## src/smsf_defs.vh

```
// Constants for the SPI master/slave block with FIFOs.
// Assumes a 250 MHz clk_sys and an APB master with 32-bit data.
// Overview of operation
// - Transmit is single buffered: no new byte enters the shifter mid-transfer.
// - A finished receive byte moves to a separate receive buffer at once.
// - Overrun only when a new byte completes before the old one was read.
// - Each transfer swaps 8 bits out and 8 bits in, a 16-bit ring.
// - Receive FIFO of 16 or 64 entries; trigger level with enable requests interrupt.
// - Full receive FIFO stores nothing more; further bytes set overrun.
// - Master starts shifting as soon as a byte sits in the transmit FIFO.
// - Slave starts shifting only after the proper leading clock edge.
// - Host writes are blocked while the transmit FIFO holds its capacity.
// - Writes are accepted again once a byte moved to the shifter.
// - Control register always accessible: role, polarity, phase and rate.
// - Status is read only; hardware sets flags, a software sequence clears.
// - Master start drives the select pattern onto eight target selects.
// - Polarity only chooses the idle level of the serial clock.
// - Phase chooses one of two formats; four combinations in total.
// - Both ends use the same phase and polarity, changeable between transfers.
// - Controller makes the interrupt request and detects transfer errors.
// - With the FIFO off, writing data while a transfer runs or a byte waits raises write collision.
// - Second master detected: mode fault flagged, serial drivers disabled.
// - Master clock rate: eight choices from clk/8 to clk/1024.
`ifndef SMSF_DEFS_VH
`define SMSF_DEFS_VH

`define SMSF_OFF_CTRL 8'h00
`define SMSF_OFF_STAT 8'h04
`define SMSF_OFF_DATA 8'h08
`define SMSF_OFF_SEL 8'h0c
`define SMSF_OFF_FCTL 8'h10

`define SMSF_CTRL_EN 0
`define SMSF_CTRL_MSTR 1
`define SMSF_CTRL_CLOCK_POLARITY_BIT 2
`define SMSF_CTRL_CLOCK_PHASE_BIT 3
`define SMSF_CTRL_RATE_LO 4
`define SMSF_CTRL_RATE_HI 6
`define SMSF_CTRL_IE 7

`define SMSF_ST_TCF 0
`define SMSF_ST_WCOL 1
`define SMSF_ST_MODF 2
`define SMSF_ST_OVR 3

`define SMSF_FC_EN 0
`define SMSF_FC_RXCLR 1
`define SMSF_FC_TXCLR 2
`define SMSF_FC_BIG 5
`define SMSF_FC_TRIG_LO 8
`define SMSF_FC_TRIG_HI 14

`define SMSF_CTRL_RST 8'h00
`define SMSF_FCTL_RST 15'h0100
`define SMSF_SEL_RST 8'hff
`define SMSF_SEL_IDLE 8'hff

`define SMSF_CAP_SMALL 7'h10
`define SMSF_CAP_BIG 7'h40
`define SMSF_CAP_ONE 7'h01
`define SMSF_HALF_MIN 10'h004
`define SMSF_LAST_EDGE 4'hf

`endif

```

## src/smsf_fifo.v

```verilog
// Byte FIFO of fixed depth with a run-time capacity limit.
// Assumes one clock; pushes and pops come from logic on that clock.
module smsf_fifo (
    input wire clk_sys,
    input wire rst,
    input wire clr,
    input wire [6:0] limit,
    input wire wrValid,
    output wire wrReady,
    input wire [7:0] wrData,
    output wire rdValid,
    input wire rdReady,
    output wire [7:0] rdData,
    output wire [6:0] count
);
    localparam DEPTH = 64;

    reg [7:0] memQ [0:DEPTH-1];
    reg [5:0] wrPtrQ;
    reg [5:0] rdPtrQ;
    reg [6:0] countQ;
    wire doWr;
    wire doRd;

    assign wrReady = (countQ < limit);
    assign rdValid = (countQ != 7'h00);
    assign rdData = memQ[rdPtrQ];
    assign count = countQ;
    assign doWr = wrValid & wrReady;
    assign doRd = rdReady & rdValid;

    always @(posedge clk_sys) begin
        if (doWr) begin
            memQ[wrPtrQ] <= wrData;
        end
    end

    always @(posedge clk_sys) begin
        if (rst | clr) begin
            wrPtrQ <= 6'h00;
            rdPtrQ <= 6'h00;
            countQ <= 7'h00;
        end else begin
            if (doWr) begin
                wrPtrQ <= wrPtrQ + 6'h01;
            end
            if (doRd) begin
                rdPtrQ <= rdPtrQ + 6'h01;
            end
            if (doWr & ~doRd) begin
                countQ <= countQ + 7'h01;
            end else if (doRd & ~doWr) begin
                countQ <= countQ - 7'h01;
            end
        end
    end
endmodule

```

## src/smsf_top.v

```verilog
// SPI master/slave engine with transmit and receive FIFOs, APB registers.
// Assumes APB master on clk_sys; serial pins are asynchronous to clk_sys.
//
// Chosen here: the register addresses and the APB slave port.
`include "smsf_defs.vh"
module smsf_top (
    input wire clk_sys,
    input wire rst,
    input wire [7:0] paddr,
    input wire psel,
    input wire penable,
    input wire pwrite,
    input wire [31:0] pwdata,
    output wire [31:0] prdata,
    output wire pready,
    output wire pslverr,
    input wire scki,
    input wire mi,
    input wire si,
    input wire slaveSelectN,
    output wire sckOut,
    output wire sckOutEn,
    output wire masterDataOut,
    output wire masterDataOutEn,
    output wire slaveDataOut,
    output wire slaveDataOutEn,
    output wire [7:0] targetSelectOutputs,
    output wire irq,
    output wire txReady,
    output wire rxReady
);
    localparam ST_IDLE = 3'b001;
    localparam ST_WAIT = 3'b010;
    localparam ST_RUN = 3'b100;

    // Pin synchronisers: {ss, si, mi, sck}
    reg [3:0] sync1Q;
    reg [3:0] sync2Q;
    reg sckPrevQ;

    reg [7:0] serialControlRegQ;
    reg [14:0] fifoControlRegQ;
    reg [7:0] selectPatternRegQ;
    reg tcfQ;
    reg wcolQ;
    reg modfQ;
    reg ovrQ;
    reg [3:0] seenQ;

    reg readyQ;
    reg slverrQ;
    reg [31:0] prdataQ;
    reg rxTakeQ;
    reg [31:0] rdMux;

    reg [2:0] stateQ;
    reg endQ;
    reg [7:0] txQ;
    reg [7:0] rxQ;
    reg [3:0] edgeQ;
    reg [9:0] divQ;
    reg sckQ;
    reg [7:0] tselQ;
    reg sckOutEnQ;
    reg moEnQ;
    reg soEnQ;
    reg irqQ;
    reg txReadyQ;
    reg rxReadyQ;

    wire spiEn = serialControlRegQ[`SMSF_CTRL_EN];
    wire masterMode = serialControlRegQ[`SMSF_CTRL_MSTR];
    wire clockPolarityBit = serialControlRegQ[`SMSF_CTRL_CLOCK_POLARITY_BIT];
    wire clockPhaseBit = serialControlRegQ[`SMSF_CTRL_CLOCK_PHASE_BIT];
    wire [2:0] rate = serialControlRegQ[`SMSF_CTRL_RATE_HI:`SMSF_CTRL_RATE_LO];
    wire irqEn = serialControlRegQ[`SMSF_CTRL_IE];
    wire fifoEn = fifoControlRegQ[`SMSF_FC_EN];
    wire [6:0] trigLevel = fifoControlRegQ[`SMSF_FC_TRIG_HI:`SMSF_FC_TRIG_LO];

    wire acc = psel & penable & readyQ;
    wire wrAcc = acc & pwrite;
    wire rdAcc = acc & ~pwrite;
    wire hitCtrl = (paddr == `SMSF_OFF_CTRL);
    wire hitStat = (paddr == `SMSF_OFF_STAT);
    wire hitData = (paddr == `SMSF_OFF_DATA);
    wire hitSel = (paddr == `SMSF_OFF_SEL);
    wire hitFctl = (paddr == `SMSF_OFF_FCTL);
    wire mapped = hitCtrl | hitStat | hitData | hitSel | hitFctl;

    wire isIdle = stateQ[0];
    wire isWait = stateQ[1];
    wire isRun = stateQ[2];
    wire busy = ~isIdle;
    wire ssLow = ~sync2Q[3];
    wire sckNow = sync2Q[0];
    wire slaveSel = spiEn & ~masterMode & ssLow;
    wire modeFault = spiEn & masterMode & ssLow;
    wire sckEdge = sckNow ^ sckPrevQ;
    wire leadEdge = sckEdge & (sckNow != clockPolarityBit);
    wire [9:0] halfLimit = (`SMSF_HALF_MIN << rate) - 10'h001;
    wire masterTick = (divQ == 10'h000);
    wire slaveEv = isWait ? leadEdge : (isRun & sckEdge);
    wire ev = masterMode ? (isRun & masterTick) : slaveEv;
    wire dataIn = masterMode ? sync2Q[1] : sync2Q[2];
    wire sampleNow = ev & (edgeQ[0] == clockPhaseBit);
    wire shiftNow = ev & (edgeQ[0] != clockPhaseBit) & ~(clockPhaseBit & (edgeQ == 4'h0));
    wire lastEdge = ev & (edgeQ == `SMSF_LAST_EDGE);
    wire [7:0] rxFinal = sampleNow ? {rxQ[6:0], dataIn} : rxQ;
    wire abort = busy & (masterMode ? modeFault : ~slaveSel);
    wire done = lastEdge & ~abort;

    wire [6:0] cap = ~fifoEn ? `SMSF_CAP_ONE :
        (fifoControlRegQ[`SMSF_FC_BIG] ? `SMSF_CAP_BIG : `SMSF_CAP_SMALL);
    wire txWrReady;
    wire txRdValid;
    wire [7:0] txHead;
    wire [6:0] txCount;
    wire rxWrReady;
    wire rxRdValid;
    wire [7:0] rxHead;
    wire [6:0] rxCount;

    // One idle cycle with selects high between back-to-back transfers
    wire masterStart = isIdle & ~endQ & spiEn & masterMode & ~modeFault & ~modfQ & txRdValid;
    wire slaveStart = isIdle & slaveSel;
    wire txPop = masterStart | (slaveStart & txRdValid);
    wire dataWr = wrAcc & hitData;
    // In SPI mode a write while busy or still queued is a collision
    wire collide = dataWr & ~fifoEn & (busy | txRdValid);
    // FIFO mode: a write to a full FIFO is dropped
    wire txPush = dataWr & ~collide;
    wire rxPop = rdAcc & hitData & rxTakeQ;
    wire txClr = wrAcc & hitFctl & pwdata[`SMSF_FC_TXCLR];
    wire rxClr = wrAcc & hitFctl & pwdata[`SMSF_FC_RXCLR];
    wire dataAcc = acc & hitData;
    wire trigHit = fifoEn & (rxCount >= trigLevel) & (rxCount != 7'h00);

    smsf_fifo u_tx_fifo (
        .clk_sys(clk_sys),
        .rst(rst),
        .clr(txClr),
        .limit(cap),
        .wrValid(txPush),
        .wrReady(txWrReady),
        .wrData(pwdata[7:0]),
        .rdValid(txRdValid),
        .rdReady(txPop),
        .rdData(txHead),
        .count(txCount)
    );

    smsf_fifo u_rx_fifo (
        .clk_sys(clk_sys),
        .rst(rst),
        .clr(rxClr),
        .limit(cap),
        .wrValid(done),
        .wrReady(rxWrReady),
        .wrData(rxFinal),
        .rdValid(rxRdValid),
        .rdReady(rxPop),
        .rdData(rxHead),
        .count(rxCount)
    );

    always @(posedge clk_sys) begin
        if (rst) begin
            sync1Q <= 4'h8;
            sync2Q <= 4'h8;
            sckPrevQ <= 1'b0;
        end else begin
            sync1Q <= {slaveSelectN, si, mi, scki};
            sync2Q <= sync1Q;
            sckPrevQ <= sync2Q[0];
        end
    end

    always @* begin
        rdMux = 32'h00000000;
        case (paddr)
            `SMSF_OFF_CTRL: rdMux = {24'h000000, serialControlRegQ};
            `SMSF_OFF_STAT: rdMux = {24'h000000, busy, ~rxRdValid, ~txWrReady,
                trigHit, ovrQ, modfQ, wcolQ, tcfQ};
            `SMSF_OFF_DATA: rdMux = {24'h000000, rxRdValid ? rxHead : 8'h00};
            `SMSF_OFF_SEL: rdMux = {24'h000000, selectPatternRegQ};
            `SMSF_OFF_FCTL: rdMux = {17'h00000, fifoControlRegQ};
            default: rdMux = 32'h00000000;
        endcase
    end

    // APB slave: one wait state, answer registered
    always @(posedge clk_sys) begin
        if (rst) begin
            readyQ <= 1'b0;
            slverrQ <= 1'b0;
            prdataQ <= 32'h00000000;
            rxTakeQ <= 1'b0;
        end else begin
            readyQ <= psel & penable & ~readyQ;
            if (psel & penable & ~readyQ) begin
                prdataQ <= rdMux;
                slverrQ <= ~mapped;
                rxTakeQ <= rxRdValid;
            end
        end
    end

    // Control, select pattern and FIFO control registers
    always @(posedge clk_sys) begin
        if (rst) begin
            serialControlRegQ <= `SMSF_CTRL_RST;
            fifoControlRegQ <= `SMSF_FCTL_RST;
            selectPatternRegQ <= `SMSF_SEL_RST;
        end else begin
            if (wrAcc & hitCtrl) begin
                serialControlRegQ <= pwdata[7:0];
            end
            if (busy & masterMode & modeFault) begin
                serialControlRegQ[`SMSF_CTRL_MSTR] <= 1'b0;
            end else if (isIdle & modeFault) begin
                serialControlRegQ[`SMSF_CTRL_MSTR] <= 1'b0;
            end
            if (wrAcc & hitSel) begin
                selectPatternRegQ <= pwdata[7:0];
            end
            if (wrAcc & hitFctl) begin
                fifoControlRegQ <= {pwdata[14:3], 2'b00, pwdata[0]};
            end
        end
    end

    // Status flags: set by events, cleared by status read then access
    always @(posedge clk_sys) begin
        if (rst) begin
            tcfQ <= 1'b0;
            wcolQ <= 1'b0;
            modfQ <= 1'b0;
            ovrQ <= 1'b0;
            seenQ <= 4'h0;
        end else begin
            tcfQ <= done | (tcfQ & ~(dataAcc & seenQ[`SMSF_ST_TCF]));
            wcolQ <= collide | (wcolQ & ~(dataAcc & seenQ[`SMSF_ST_WCOL]));
            modfQ <= modeFault | (modfQ & ~(wrAcc & hitCtrl & seenQ[`SMSF_ST_MODF]));
            ovrQ <= (done & ~rxWrReady) | (ovrQ & ~(dataAcc & seenQ[`SMSF_ST_OVR]));
            if (rdAcc & hitStat) begin
                seenQ <= prdataQ[3:0];
            end else if (dataAcc) begin
                seenQ <= {seenQ[`SMSF_ST_OVR], seenQ[`SMSF_ST_MODF], 2'b00};
                if (wrAcc & hitCtrl) begin
                    seenQ[`SMSF_ST_MODF] <= 1'b0;
                end
            end else if (wrAcc & hitCtrl) begin
                seenQ[`SMSF_ST_MODF] <= 1'b0;
            end
        end
    end

    // Shift engine shared by master and slave roles
    always @(posedge clk_sys) begin
        if (rst) begin
            stateQ <= ST_IDLE;
            endQ <= 1'b0;
            txQ <= 8'h00;
            rxQ <= 8'h00;
            edgeQ <= 4'h0;
            divQ <= 10'h000;
            sckQ <= 1'b0;
            tselQ <= `SMSF_SEL_IDLE;
        end else begin
            endQ <= abort | done;
            case (stateQ)
                ST_IDLE: begin
                    sckQ <= clockPolarityBit;
                    edgeQ <= 4'h0;
                    tselQ <= `SMSF_SEL_IDLE;
                    if (masterStart) begin
                        txQ <= txHead;
                        rxQ <= 8'h00;
                        divQ <= halfLimit;
                        tselQ <= selectPatternRegQ;
                        stateQ <= ST_RUN;
                    end else if (slaveStart) begin
                        txQ <= txRdValid ? txHead : 8'h00;
                        rxQ <= 8'h00;
                        stateQ <= ST_WAIT;
                    end
                end
                ST_WAIT, ST_RUN: begin
                    if (masterMode & isRun) begin
                        if (masterTick) begin
                            divQ <= halfLimit;
                            sckQ <= ~sckQ;
                        end else begin
                            divQ <= divQ - 10'h001;
                        end
                    end
                    // Slave counts only from the first leading edge
                    if (isWait & leadEdge) begin
                        stateQ <= ST_RUN;
                    end
                    if (ev) begin
                        edgeQ <= edgeQ + 4'h1;
                    end
                    if (sampleNow) begin
                        rxQ <= {rxQ[6:0], dataIn};
                    end
                    if (shiftNow) begin
                        txQ <= {txQ[6:0], 1'b0};
                    end
                    if (abort | done) begin
                        stateQ <= ST_IDLE;
                    end
                end
                default: begin
                    stateQ <= ST_IDLE;
                end
            endcase
        end
    end

    // Registered pin enables, interrupt and ready outputs
    always @(posedge clk_sys) begin
        if (rst) begin
            sckOutEnQ <= 1'b0;
            moEnQ <= 1'b0;
            soEnQ <= 1'b0;
            irqQ <= 1'b0;
            txReadyQ <= 1'b0;
            rxReadyQ <= 1'b0;
        end else begin
            sckOutEnQ <= spiEn & masterMode & ~modeFault & ~modfQ;
            moEnQ <= spiEn & masterMode & ~modeFault & ~modfQ;
            soEnQ <= slaveSel & ~modfQ;
            irqQ <= irqEn & (tcfQ | wcolQ | modfQ | ovrQ | trigHit);
            txReadyQ <= txWrReady & ~(~fifoEn & busy);
            rxReadyQ <= rxRdValid;
        end
    end

    assign prdata = prdataQ;
    assign pready = readyQ;
    assign pslverr = slverrQ;
    assign sckOut = sckQ;
    assign sckOutEn = sckOutEnQ;
    assign masterDataOut = txQ[7];
    assign masterDataOutEn = moEnQ;
    assign slaveDataOut = txQ[7];
    assign slaveDataOutEn = soEnQ;
    assign targetSelectOutputs = tselQ;
    assign irq = irqQ;
    assign txReady = txReadyQ;
    assign rxReady = rxReadyQ;
endmodule
```

## config.mk

```make
export PLATFORM = sky130hd
export DESIGN_NAME = smsf_top
export DESIGN_NICKNAME = d
export VERILOG_FILES = /design/src/smsf_fifo.v /design/src/smsf_top.v
export VERILOG_INCLUDE_DIRS = /design/src /design/src/src
export SDC_FILE = /design/constraint.sdc
export NUM_CORES = 1
export LEC_CHECK = 0
export ABC_AREA = 1
export BUFFER_PORTS_ARGS = -buffer_cell sky130_fd_sc_hd__buf_2
export CORE_MARGIN = 5
export CORE_UTILIZATION = 63
export CTS_CLUSTER_SIZE = 24
export DETAILED_ROUTE_END_ITERATION = 10
export PLACE_DENSITY_LB_ADDON = 0.08
export SKIP_LAST_GASP = 1
export SYNTH_ARGS = -nofsm -noshare
export SYNTH_HDL_FRONTEND = slang
export SYNTH_SLANG_ARGS = --single-unit
```

## constraint.sdc

```tcl
create_clock -name clk_sys -period 4.9 [get_ports clk_sys]
set_input_delay 0.98 -clock clk_sys [delete_from_list [all_inputs] [get_ports clk_sys]]
set_output_delay 0.98 -clock clk_sys [all_outputs]
set_load 0.01 [all_outputs]
```

After elaboration in Yosys (flattened, before gate mapping)
Memories as Yosys holds them, arrays and structs flattened. A register that Yosys moved wholly into a read port is not among the register bits.
Cells that the tools add are included.
{"block": "word_totals", "reg_bits": 150, "mem_bits_rw": 1024, "inputBits": 49, "output_inout_bits": 51, "wordCells": 252, "memories": 2}
{"block": "classes", "add_sub_neg": 11, "n_lt_le_gt_ge": 3, "n_eq_ne": 18, "n_shift": 1, "mux": 47, "bitwise_logic": 115, "reduce_logical": 18}
{"memory": "u_rx_fifo.memQ", "words": 64, "width": 8, "read_ports": 1, "rd_ports_with_merged_regs": 1, "write_ports": 1, "line_no": "smsf_fifo.v:18", "rtl": "reg [7:0] memQ [0:DEPTH-1];"}
{"memory": "u_tx_fifo.memQ", "words": 64, "width": 8, "read_ports": 1, "rd_ports_with_merged_regs": 1, "write_ports": 1, "line_no": "smsf_fifo.v:18"}
{"operator": "case mux 15 bit (5 select lines)", "count": 1}
{"operator": "2-to-1 mux 8 bit", "count": 9}
{"operator": "bitwise AND 1 bit", "count": 70}
{"operator": "2-to-1 mux 7 bit", "count": 6}
{"operator": "case mux 8 bit (2 select lines)", "count": 2}
{"operator": "2-to-1 mux 10 bit", "count": 3}
{"operator": "NOT 1 bit", "count": 27}
{"operator": "adder 6 x 1 -> 6 bit (second input constant)", "count": 4}
{"operator": "2-to-1 mux 6 bit", "count": 4}
{"operator": "case mux 10 bit (2 select lines)", "count": 1}
{"operator": "subtractor 10 x 1 -> 10 bit (second input constant)", "count": 2}
{"operator": "OR 1 bit", "count": 17}
{"operator": "== test 8 x 4 -> 1 bit (second input constant)", "count": 2}
{"operator": "2-to-1 mux 3 bit", "count": 5}
{"operator": "adder 7 x 1 -> 7 bit (second input constant)", "count": 2}
{"operator": "< comparator 7 bit", "count": 2}
{"operator": "nonzero test 7 bit", "count": 2}
{"operator": "subtractor 7 x 1 -> 7 bit (second input constant)", "count": 2}
{"operator": "2-to-1 mux 1 bit", "count": 11}
{"operator": "logical NOT 10 bit", "count": 1}
{"operator": "inequality test 2 bit (second input constant)", "count": 5}
{"operator": "nonzero test 2 bit", "count": 5}
{"operator": "left shift 3 x 3 -> 10 bit (first input constant)", "count": 1}
{"operator": "AND reduction 3 bit", "count": 3}
{"operator": "other kinds (22)", "count": 26}

Logic depth before layout (Yosys ltp)
Gate-level depths: netlist (run 1).
{"block": "logic_depth", "ltp_word": 13, "ltp_mapped": 23, "depth_no_buf": 23}

Cells and area by module
Synthesis (run 1) repeated with hierarchy kept, for this count alone.
{"block": "hier_totals", "hier_cells": 4735, "area_unflattened_um2": 50632.3}
{"mod": "smsf_fifo at u_tx_fifo", "instances": 1, "cells_per_inst": 1974, "area_per_inst_um2": 22496.6, "seq_area_each_um2": 15875.2}
{"mod": "smsf_fifo at u_rx_fifo", "instances": 1, "cells_per_inst": 1974, "area_per_inst_um2": 22445.3, "seq_area_each_um2": 15875.2}
{"mod": "smsf_top", "instances": 1, "cells_per_inst": 787, "area_per_inst_um2": 5690.5, "seq_area_each_um2": 2242.2}

Worst setup path after synthesis (run 1)
No wires, ideal clock.
{"block": "synth_timing", "path_type": "reg-to-reg", "from": "reg divQ[4]", "to": "mem u_rx_fifo.memQ[0][5], data pin", "setup_time_ns": 0.712, "arrival_ns": 3.787, "required_ns": 4.188, "path_slack_ns": 0.401, "stages_incl_launch_ff": 9, "n_path_buf": 1, "period_less_slack_ns": 4.499, "cell_sequence": "dfxtp_1 > inv_2 > nand2_1 > nor3_2 > nand4_1 > o21ai_2 > nand2_1 > buf_4 > o21ai_0"}
{"block": "synth_via", "elab_chain_cells": 5}
{"element": "from (decl)", "line_no": "smsf_top.v:61", "rtl": "reg [9:0] divQ;"}
{"element": "from (signal assigned)", "line_no": "smsf_top.v:279", "rtl": "divQ <= halfLimit;"}
{"element": "from (signal assigned)", "line_no": "smsf_top.v:291", "rtl": "divQ <= halfLimit;"}
{"element": "from (signal assigned)", "line_no": "smsf_top.v:294", "rtl": "divQ <= divQ - 10'h001;"}
{"element": "logical NOT 10 bit", "line_no": "smsf_top.v:101", "rtl": "wire masterTick = (divQ == 10'h000);"}
{"element": "bitwise AND 1 bit", "line_no": "smsf_top.v:103", "rtl": "wire ev = masterMode ? (isRun & masterTick) : slaveEv;"}
{"element": "2-to-1 mux 1 bit", "line_no": "smsf_top.v:103"}
{"element": "bitwise AND 1 bit", "line_no": "smsf_top.v:105", "rtl": "wire sampleNow = ev & (edgeQ[0] == clockPhaseBit);"}
{"element": "2-to-1 mux 8 bit"}
{"element": "named net rxFinal[5]", "line_no": "smsf_top.v:108", "rtl": "wire [7:0] rxFinal = sampleNow ? {rxQ[6:0], dataIn} : rxQ;"}
{"element": "to (decl)", "line_no": "smsf_fifo.v:18"}
The timed path passes the listed nets, and every way through them passes these cells.

Worst setup path after layout (run 1)
{"block": "layout_timing", "from": "reg divQ[2]", "to": "reg u_rx_fifo.countQ[5], in the netlist u_rx_fifo.count[5]"}
{"block": "layout_via", "elab_chain_cells": 9, "elab_cells_between_ends": 11, "cone_classes": "2 x mux; 7 x bitwise; 2 x reduce/logical"}
{"element": "logical NOT 10 bit (*)", "line_no": "smsf_top.v:101"}
{"element": "bitwise AND 1 bit (*)", "line_no": "smsf_top.v:103"}
{"element": "2-to-1 mux 1 bit (*)", "line_no": "smsf_top.v:103"}
{"element": "bitwise AND 1 bit (*)", "line_no": "smsf_top.v:107", "rtl": "wire lastEdge = ev & (edgeQ == `SMSF_LAST_EDGE);"}
{"element": "bitwise AND 1 bit (*)", "line_no": "smsf_top.v:110", "rtl": "wire done = lastEdge & ~abort;"}
{"element": "bitwise AND 1 bit (*)", "line_no": "smsf_fifo.v:29", "rtl": "assign doWr = wrValid & wrReady;"}
{"element": "named net u_rx_fifo.doWr", "line_no": "smsf_fifo.v:22", "rtl": "wire doWr;"}
{"element": "NOT 1 bit", "line_no": "smsf_fifo.v:52", "rtl": "end else if (doRd & ~doWr) begin"}
{"element": "bitwise AND 1 bit", "line_no": "smsf_fifo.v:52"}
{"element": "nonzero test 2 bit (no source line)"}
{"element": "to (signal assigned)", "line_no": "smsf_fifo.v:51", "rtl": "countQ <= countQ + 7'h01;"}
{"element": "to (signal assigned)", "line_no": "smsf_fifo.v:53", "rtl": "countQ <= countQ - 7'h01;"}
{"element": "to (decl)", "line_no": "smsf_fifo.v:21", "rtl": "reg [6:0] countQ;"}
The timed path passes the listed nets; every way through them passes the cells marked *.
A chain may end at the register's enable or synchronous reset.

==> flow_metrics.py, run 1 <==
metrics = {
    "status": {
        "status": "finished clean",
    },
    "setup_path": {
        "worst_setup_end_kind": "register",
        "critical_path_destination": "u_rx_fifo.count[5]",
        "worst_ep_required_time_ps": 5450,
        "critical_path_peak_fanout": 10,
        "timing.setup.critical_path_class": "register to register",
        "worstSetupStartpointType": "register",
        "worst-r2r-cell-count": 19,
        "critPathLaunch": "divQ[2]",
        "rr_startpoint": "divQ[2]",
        "crit-reg2reg-capture": "u_rx_fifo.count[5]",
        "arrival_ps": 4140,
        "r2r_setup_slack_ps": 1310,
    },
    "yosys": {
        "synthesis.area_per_instance_sq_um": 10.9,
        "netlist_instances": 4521,
        "synth.yosys.seq_area_share": 0.691,
        "async_flop_share": 0,
        "synth_top_cells_by_area": "edfxtp_1 63%, nand2_1 9.0%, nand3_1 6.8%, dfxtp_1 6.6%, nor2_1 2.8%",
        "synthDistinctLibCells": 49,
        "yosys.area.top_type_share": 0.625,
        "ys_ff_latch": 1186,
        "synth_area_sq_mm": 0.0492,
        "synth_enable_flop_cells": 1024,
        "yosys_warnings": 0,
        "ys.flop_type": "edfxtp_1",
        "synth_largest_area_cell": "edfxtp_1",
    },
    "pwr": {
        "power.switching_fraction": 0.205,
        "p_leak_nw": 19.4,
        "ir_drop_v": 0.000407,
        "seq_power_share": 0.553,
        "switchingPower_w": 0.00406,
        "power.combinational.fraction": 0.025,
        "power.clock.fraction": 0.422,
        "internal_power_w": 0.0157,
        "power-per-cell-area_mw_per_mm2": 366,
    },
    "global_routing": {
        "grt_max_degree": 142,
        "number_of_global_route_vias_before_repair": 31900,
        "grt.overflow.total": 0,
        "grt_resource_usage_total": 0.284,
        "number_of_antenna_violations_at_the_first_check_in_global_routing": 0,
        "first_pass_grt_wire_length_microns": 183000,
    },
    "die": {
        "die_h_microns": 289,
        "ioPinCount": 100,
        "dieWidth_microns": 289,
        "num_rows": 102,
        "core_area_sq_mm": 0.0775,
        "die_area_sq_mm": 0.0837,
        "start_util": 0.635,
    },
    "final_layout": {
        "mostFrequentLayoutCells": "1179 x nand2_1, 1024 x edfxtp_1, 667 x nand3_1, 371 x nor2_1, 263 x o21ai_0",
        "layout.core_utilization": 0.698,
        "design.final.nets": 4622,
        "area_of_the_multi_input_gates_sq_mm": 0.0135,
        "stdcell_area_sq_mm": 0.0541,
        "regArea_sq_mm": 0.0340,
        "layout.cells.non_filler": 5674,
        "insertedDiodeCount": 0,
        "synthToLayoutAreaGrowth_pct": 9.99,
        "layout_commonest_cell": "nand2_1",
        "final.fill_count": 5570,
        "drive_above_1_share": 0.0779,
    },
    "placement": {
        "routabilityCongestion": 0.899,
        "placed_cell_area_sq_mm": 0.0506,
        "placedCellCount": 5463,
        "port-buffer-count": 65,
        "dp.final_hpwl_microns": 69800,
        "place_worst_setup_slack_ps": 776,
    },
    "timing": {
        "finalClockSkew_ps": 25.7,
        "final_critical_path_setup_slack_ps": 1310,
        "layout_worst_path_cycle_share": 0.733,
        "timing.final.setup_violations": 0,
        "period_minus_slack_ps": 3590,
        "timing.max_slew.rel_slack": 0.133,
        "timing.setup.tns_ps": 0,
        "tightestPinTransition_ps": 1300,
        "final_hold_viol_count": 0,
        "max_freq_mhz": 278,
        "timing.final.max_slew_violations": 0,
        "rsz0062_at_grt": "no",
    },
    "clock_network": {
        "maximum_level_of_the_cts_h_tree": 3,
        "post_cts_setup_buffer_count": 0,
        "cts_root_buffer": "clkbuf_16",
        "max-clock-path-buffers": 3,
        "cts_tree": "done",
        "cts_repair_resize_count": 0,
        "clock_sink_count": 1186,
        "clkTransAtPathRegs_ps": 60,
        "clock_latency_ps": 680,
        "cts.hold.buffers_added": 0,
        "numCtsBuffers": 113,
    },
    "drt": {
        "vias": 33800,
        "antenna_violating_nets_post_route": 0,
        "post_route_drc": 0,
        "totalWireLength_microns": 120000,
        "drt_iter0_markers": 3786,
        "viasPerCell": 5.95,
        "wl_per_cell_microns": 21.1,
        "drt_pre_antenna_iters": 6,
    },
    "hold_path": {
        "min-delay-path-class": "register to register",
    },
    "job": {
        "timing.max_cap.violations": 0,
    },
}
==> how the worst min path moves through the flow <==
stage | startpoint | endpoint | slack (ps) | cells past startpoint
6_report | sync1Q[1] | sync2Q[1] | 390 | 2
5_1_grt | sync1Q[2] | sync2Q[2] | 420 | 2
4_1_cts | sync1Q[1] | sync2Q[1] | 400 | 2
3_5_place_dp | sync1Q[3] | sync2Q[3] | 400 | 1
3_3_place_gp | sync1Q[0] | sync2Q[0] | 390 | 2
2_1_floorplan | sync1Q[0] | sync2Q[0] | 390 | 2
==> cells by family (layout without fill, tap and decap cells) <==
kind of cell    count (synthesis)  after routing  synth area share
other cells                     1             17         0.0000763
simple gates                 2282           2282             0.197
fa+ha+maj                      35             35           0.00921
flops                        1186           1186             0.691
compound gates                556            556            0.0619
xor+xnor                       17             17           0.00303
buf+inv                       444            541            0.0374
==> cell type report <==
| class | count | share of cell area |
|---|---|---|
| Sequential cell | 1186 | 0.629 |
| Multi-Input combinational cell | 2907 | 0.249 |
| Clock buffer | 153 | 0.0564 |
| Tap cell | 1040 | 0.0241 |
| Inverter | 182 | 0.0129 |
| Clock inverter | 58 | 0.00884 |
| Timing Repair Buffer | 148 | 0.0196 |
==> power by group through the flow <==
stage / logic (W) / registers (W) / clock network (W)
2_1_floorplan: 0.000289 / 0.0112 / 0
5_1_grt: 0.000550 / 0.0110 / 0.00888
3_3_place_gp: 0.000481 / 0.0112 / 0
3_5_place_dp: 0.000489 / 0.0112 / 0
6_report: 0.000495 / 0.0110 / 0.00835
4_1_cts: 0.000491 / 0.0110 / 0.00842
==> synth_stat cells, types with 3 or more instances <==
master and instances:
nand2_1 1180, edfxtp_1 1024, nand3_1 667, nor2_1 371, o21ai_0 268, inv_1 168
dfxtp_1 162, a21oi_1 158, clkbuf_1 129, buf_2 80, o22ai_1 70, buf_1 33
ha_1 33, buf_4 20, nor3_1 18, o211ai_1 13, xor2_1 13, nand4_1 10
a211oi_1 9, inv_2 9, nand3_4 8, o221ai_1 8, o32ai_1 8, a22oi_1 7
or2_2 6, clkinv_1 5, nor2_2 4, xnor2_1 4, a31oi_1 3, nand2_2 3
o21ai_1 3
==> worst max-delay path, cell delays in order (launching register included) <==
cell and delay, ps:
dfxtp_1 360, nor2_1 270, nand4_1 190, o21ai_2 140, buf_4 170, nand2_2 80, inv_2 100, nand3_4 200
inv_1 220, ha_1 250, inv_1 140, ha_1 350, a21oi_1 150, inv_1 50, a31oi_1 240, nor2_1 60
o21ai_0 150, nand2_1 80, xnor2_1 160, a21oi_1 90
==> layer usage <==
layer | up-vias | global-route usage | share of wire | wire length, microns
li1 | 15800 | - | - | -
met1 | 16200 | 0.416 | 0.42 | 50000
met2 | 1556 | 0.441 | 0.46 | 55100
met3 | 218 | 0.0552 | 0.094 | 11200
met4 | 0 | 0.0882 | 0.028 | 3370
met5 | - | 0 | 0 | 0
==> metrics by stage <==
| stage | total power (W) | hold slack [ps] |
|---|---|---|
| after floorplan | 0.0115 | 388 |
| after global placement | 0.0117 | 391 |
| after detailed placement | 0.0117 | 395 |
| after CTS | 0.0199 | 398 |
| after global routing | 0.0204 | 419 |
| final | 0.0198 | 394 |
==> flip-flops by register name, summed over array words and instances (netlist names), 7 cells and up, named ones only <==
signal               cells
serialControlRegQ        8
divQ                    10
txQ                      8
u_tx_fifo.count          7
u_rx_fifo.count          7
prdata                  15
rxQ                      8
u_rx_fifo.memQ         512
u_tx_fifo.memQ         512
targetSelectOutputs      8
selectPatternRegQ        8
fifoControlRegQ         13
(Power assumes the default switching activity.)
==> inputs of run 2 (changes only) <==
--- a/config.mk
+++ b/config.mk
@@ -9,7 +9,7 @@
 export ABC_AREA = 1
 export BUFFER_PORTS_ARGS = -buffer_cell sky130_fd_sc_hd__buf_2
 export CORE_MARGIN = 5
-export CORE_UTILIZATION = 63
+export CORE_UTILIZATION = 56
 export CTS_CLUSTER_SIZE = 24
 export DETAILED_ROUTE_END_ITERATION = 10
 export PLACE_DENSITY_LB_ADDON = 0.08
==> constraint.sdc (replaced) <==
create_clock -name clk_sys -period 3.2 [get_ports clk_sys]
set_input_delay 0.64 -clock clk_sys [delete_from_list [all_inputs] [get_ports clk_sys]]
set_output_delay 0.64 -clock clk_sys [all_outputs]
set_load 0.01 [all_outputs]
==> flow_metrics.py, run 2 (synthesis gave the netlist of run 1 again) <==
metrics = {
    "setup_path": {
        "timing.critical_path.max_delay_family": "simple AND/OR/NAND/NOR gates",
        "arrival_ps": 3560,
        "worstSetupStartpointType": "register",
        "rr_startpoint": "divQ[4]",
        "critPathLaunch": "divQ[4]",
        "crit-reg2reg-capture": "u_rx_fifo.count[5]",
        "critical-path-max-stage-delay_ps": 330,
        "critical_path_peak_fanout": 5,
        "worst_setup_end_kind": "register",
        "timing.critical_path.slowest_stage_cell": "dfxtp_2",
        "wp_buf_inv": 6,
        "worst-r2r-cell-count": 21,
        "r2r_setup_slack_ps": 200,
        "worst_ep_required_time_ps": 3760,
        "timing.setup.critical_path_class": "register to register",
        "timing.critical_path.depth": 21,
        "timing.critical_path.cells": "inv_2, nand2_1, nor3_2, nand4_1, o21ai_2, nand2_2, inv_2, nand3_4, inv_4, ha_4, inv_2, buf_4, ha_1, a21oi_1, inv_1, a31oi_2, nor2_1, o21ai_1, nand2_1, xnor2_1, a21oi_1",
        "worst_path_most_repeated_cell": "inv_2",
        "critical_path_destination": "u_rx_fifo.count[5]",
    },
    "placement": {
        "placed_cell_area_sq_mm": 0.0522,
        "port-buffer-count": 65,
        "dp.final_hpwl_microns": 75700,
        "routabilityCongestion": 0.913,
    },
    "drt": {
        "antenna_violating_nets_post_route": 0,
        "wl_per_cell_microns": 20.8,
        "drt_iter0_markers": 3674,
        "vias": 34400,
        "post_route_drc": 0,
        "viasPerCell": 5.75,
        "totalWireLength_microns": 125000,
        "drt_pre_antenna_iters": 6,
    },
    "die": {
        "num_rows": 108,
        "die_h_microns": 306,
        "die_area_sq_mm": 0.0938,
        "ioPinCount": 100,
        "core_area_sq_mm": 0.0870,
        "dieWidth_microns": 306,
        "start_util": 0.565,
    },
    "pwr": {
        "p_leak_nw": 20.6,
        "power-per-cell-area_mw_per_mm2": 552,
        "ir_drop_v": 0.000450,
    },
    "timing": {
        "tightestPinTransition_ps": 1040,
        "timing.max_slew.rel_slack": 0.305,
        "finalClockSkew_ps": 24.2,
        "layout_worst_path_cycle_share": 0.936,
        "final_hold_viol_count": 0,
        "max_freq_mhz": 334,
        "timing.final.setup_violations": 0,
        "period_minus_slack_ps": 3000,
        "timing.final.max_slew_violations": 0,
    },
    "global_routing": {
        "grt_resource_usage_total": 0.260,
        "first_pass_grt_wire_length_microns": 190000,
        "number_of_antenna_violations_at_the_first_check_in_global_routing": 3,
        "grt.overflow.total": 0,
        "number_of_global_route_vias_before_repair": 32500,
        "grt_max_degree": 131,
    },
    "clock_network": {
        "cts_root_buffer": "clkbuf_16",
        "numCtsBuffers": 118,
        "cts.hold.buffers_added": 0,
        "clkTransAtPathRegs_ps": 60,
        "clock_sink_count": 1186,
        "cts_tree": "done",
        "clock_latency_ps": 690,
        "max-clock-path-buffers": 3,
        "maximum_level_of_the_cts_h_tree": 3,
    },
    "job": {
        "timing.max_cap.violations": 0,
    },
    "final_layout": {
        "mostFrequentLayoutCells": "1178 x nand2_1, 1024 x edfxtp_1, 667 x nand3_1, 371 x nor2_1, 259 x o21ai_0",
        "stdcell_area_sq_mm": 0.0560,
        "layout_commonest_cell": "nand2_1",
        "area_of_the_multi_input_gates_sq_mm": 0.0136,
        "synthToLayoutAreaGrowth_pct": 14.0,
        "regArea_sq_mm": 0.0340,
        "layout.core_utilization": 0.644,
        "insertedDiodeCount": 0,
        "design.final.nets": 4811,
        "drive_above_1_share": 0.120,
        "final.fill_count": 6776,
    },
    "hold_path": {
        "hold_path.startpoint": "slaveSelectN",
        "min-delay-path-class": "primary input to register",
    },
    "status": {
        "status": "finished clean",
    },
}
## run 2: where the power goes
group	total (W)	internal, W	switching (W)
clock	0.0134	0.00768	0.00571
combinational	0.000792	0.000220	0.000572
sequential	0.0168	0.0167	0.0000422
## run 2: repair_timing
item / CTS / global route
gates resized for setup: 0 / 22
buffers inserted: 0 / 4
setup endpoints to repair: 0 / 5
## run 2: layout make-up
cell class	instances	area share
Sequential cell	1186	0.607
Tap cell	1155	0.0258
Inverter	182	0.0125
Clock inverter	72	0.0107
Timing Repair Buffer	332	0.0456
Clock buffer	148	0.0564
Multi-Input combinational cell	2907	0.242
## run 2: layer usage
layer	track usage	share of wire
met5	0	0.00010
met3	0.0436	0.083
met1	0.389	0.44
met4	0.0697	0.022
met2	0.403	0.46
## run 2: per-stage QoR
stage               power (W)  cells  TNS, ps  hold slack [ps]  setup slack [ps]
finish                 0.0310   5982        0              138               204
global placement       0.0179   5759    -98.7              395             -98.7
floorplan              0.0176   4537   -35000              388              -200
global route           0.0319   5982    -2.28              125             -2.28
detailed placement     0.0179   5759     -174              400              -138
CTS                    0.0311   5979        0              101              95.8
## run 2: how the worst min path moves through the flow
| stage | end | slack, ps | depth (start not counted) |
|---|---|---|---|
| 2_1_floorplan | sync2Q[0] | 390 | 2 |
| 3_3_place_gp | sync2Q[3] | 390 | 1 |
| 3_5_place_dp | sync2Q[1] | 400 | 2 |
| 4_1_cts | sync1Q[3] | 100 | 2 |
| 5_1_grt | sync1Q[3] | 130 | 2 |
| 6_report | sync1Q[3] | 140 | 2 |
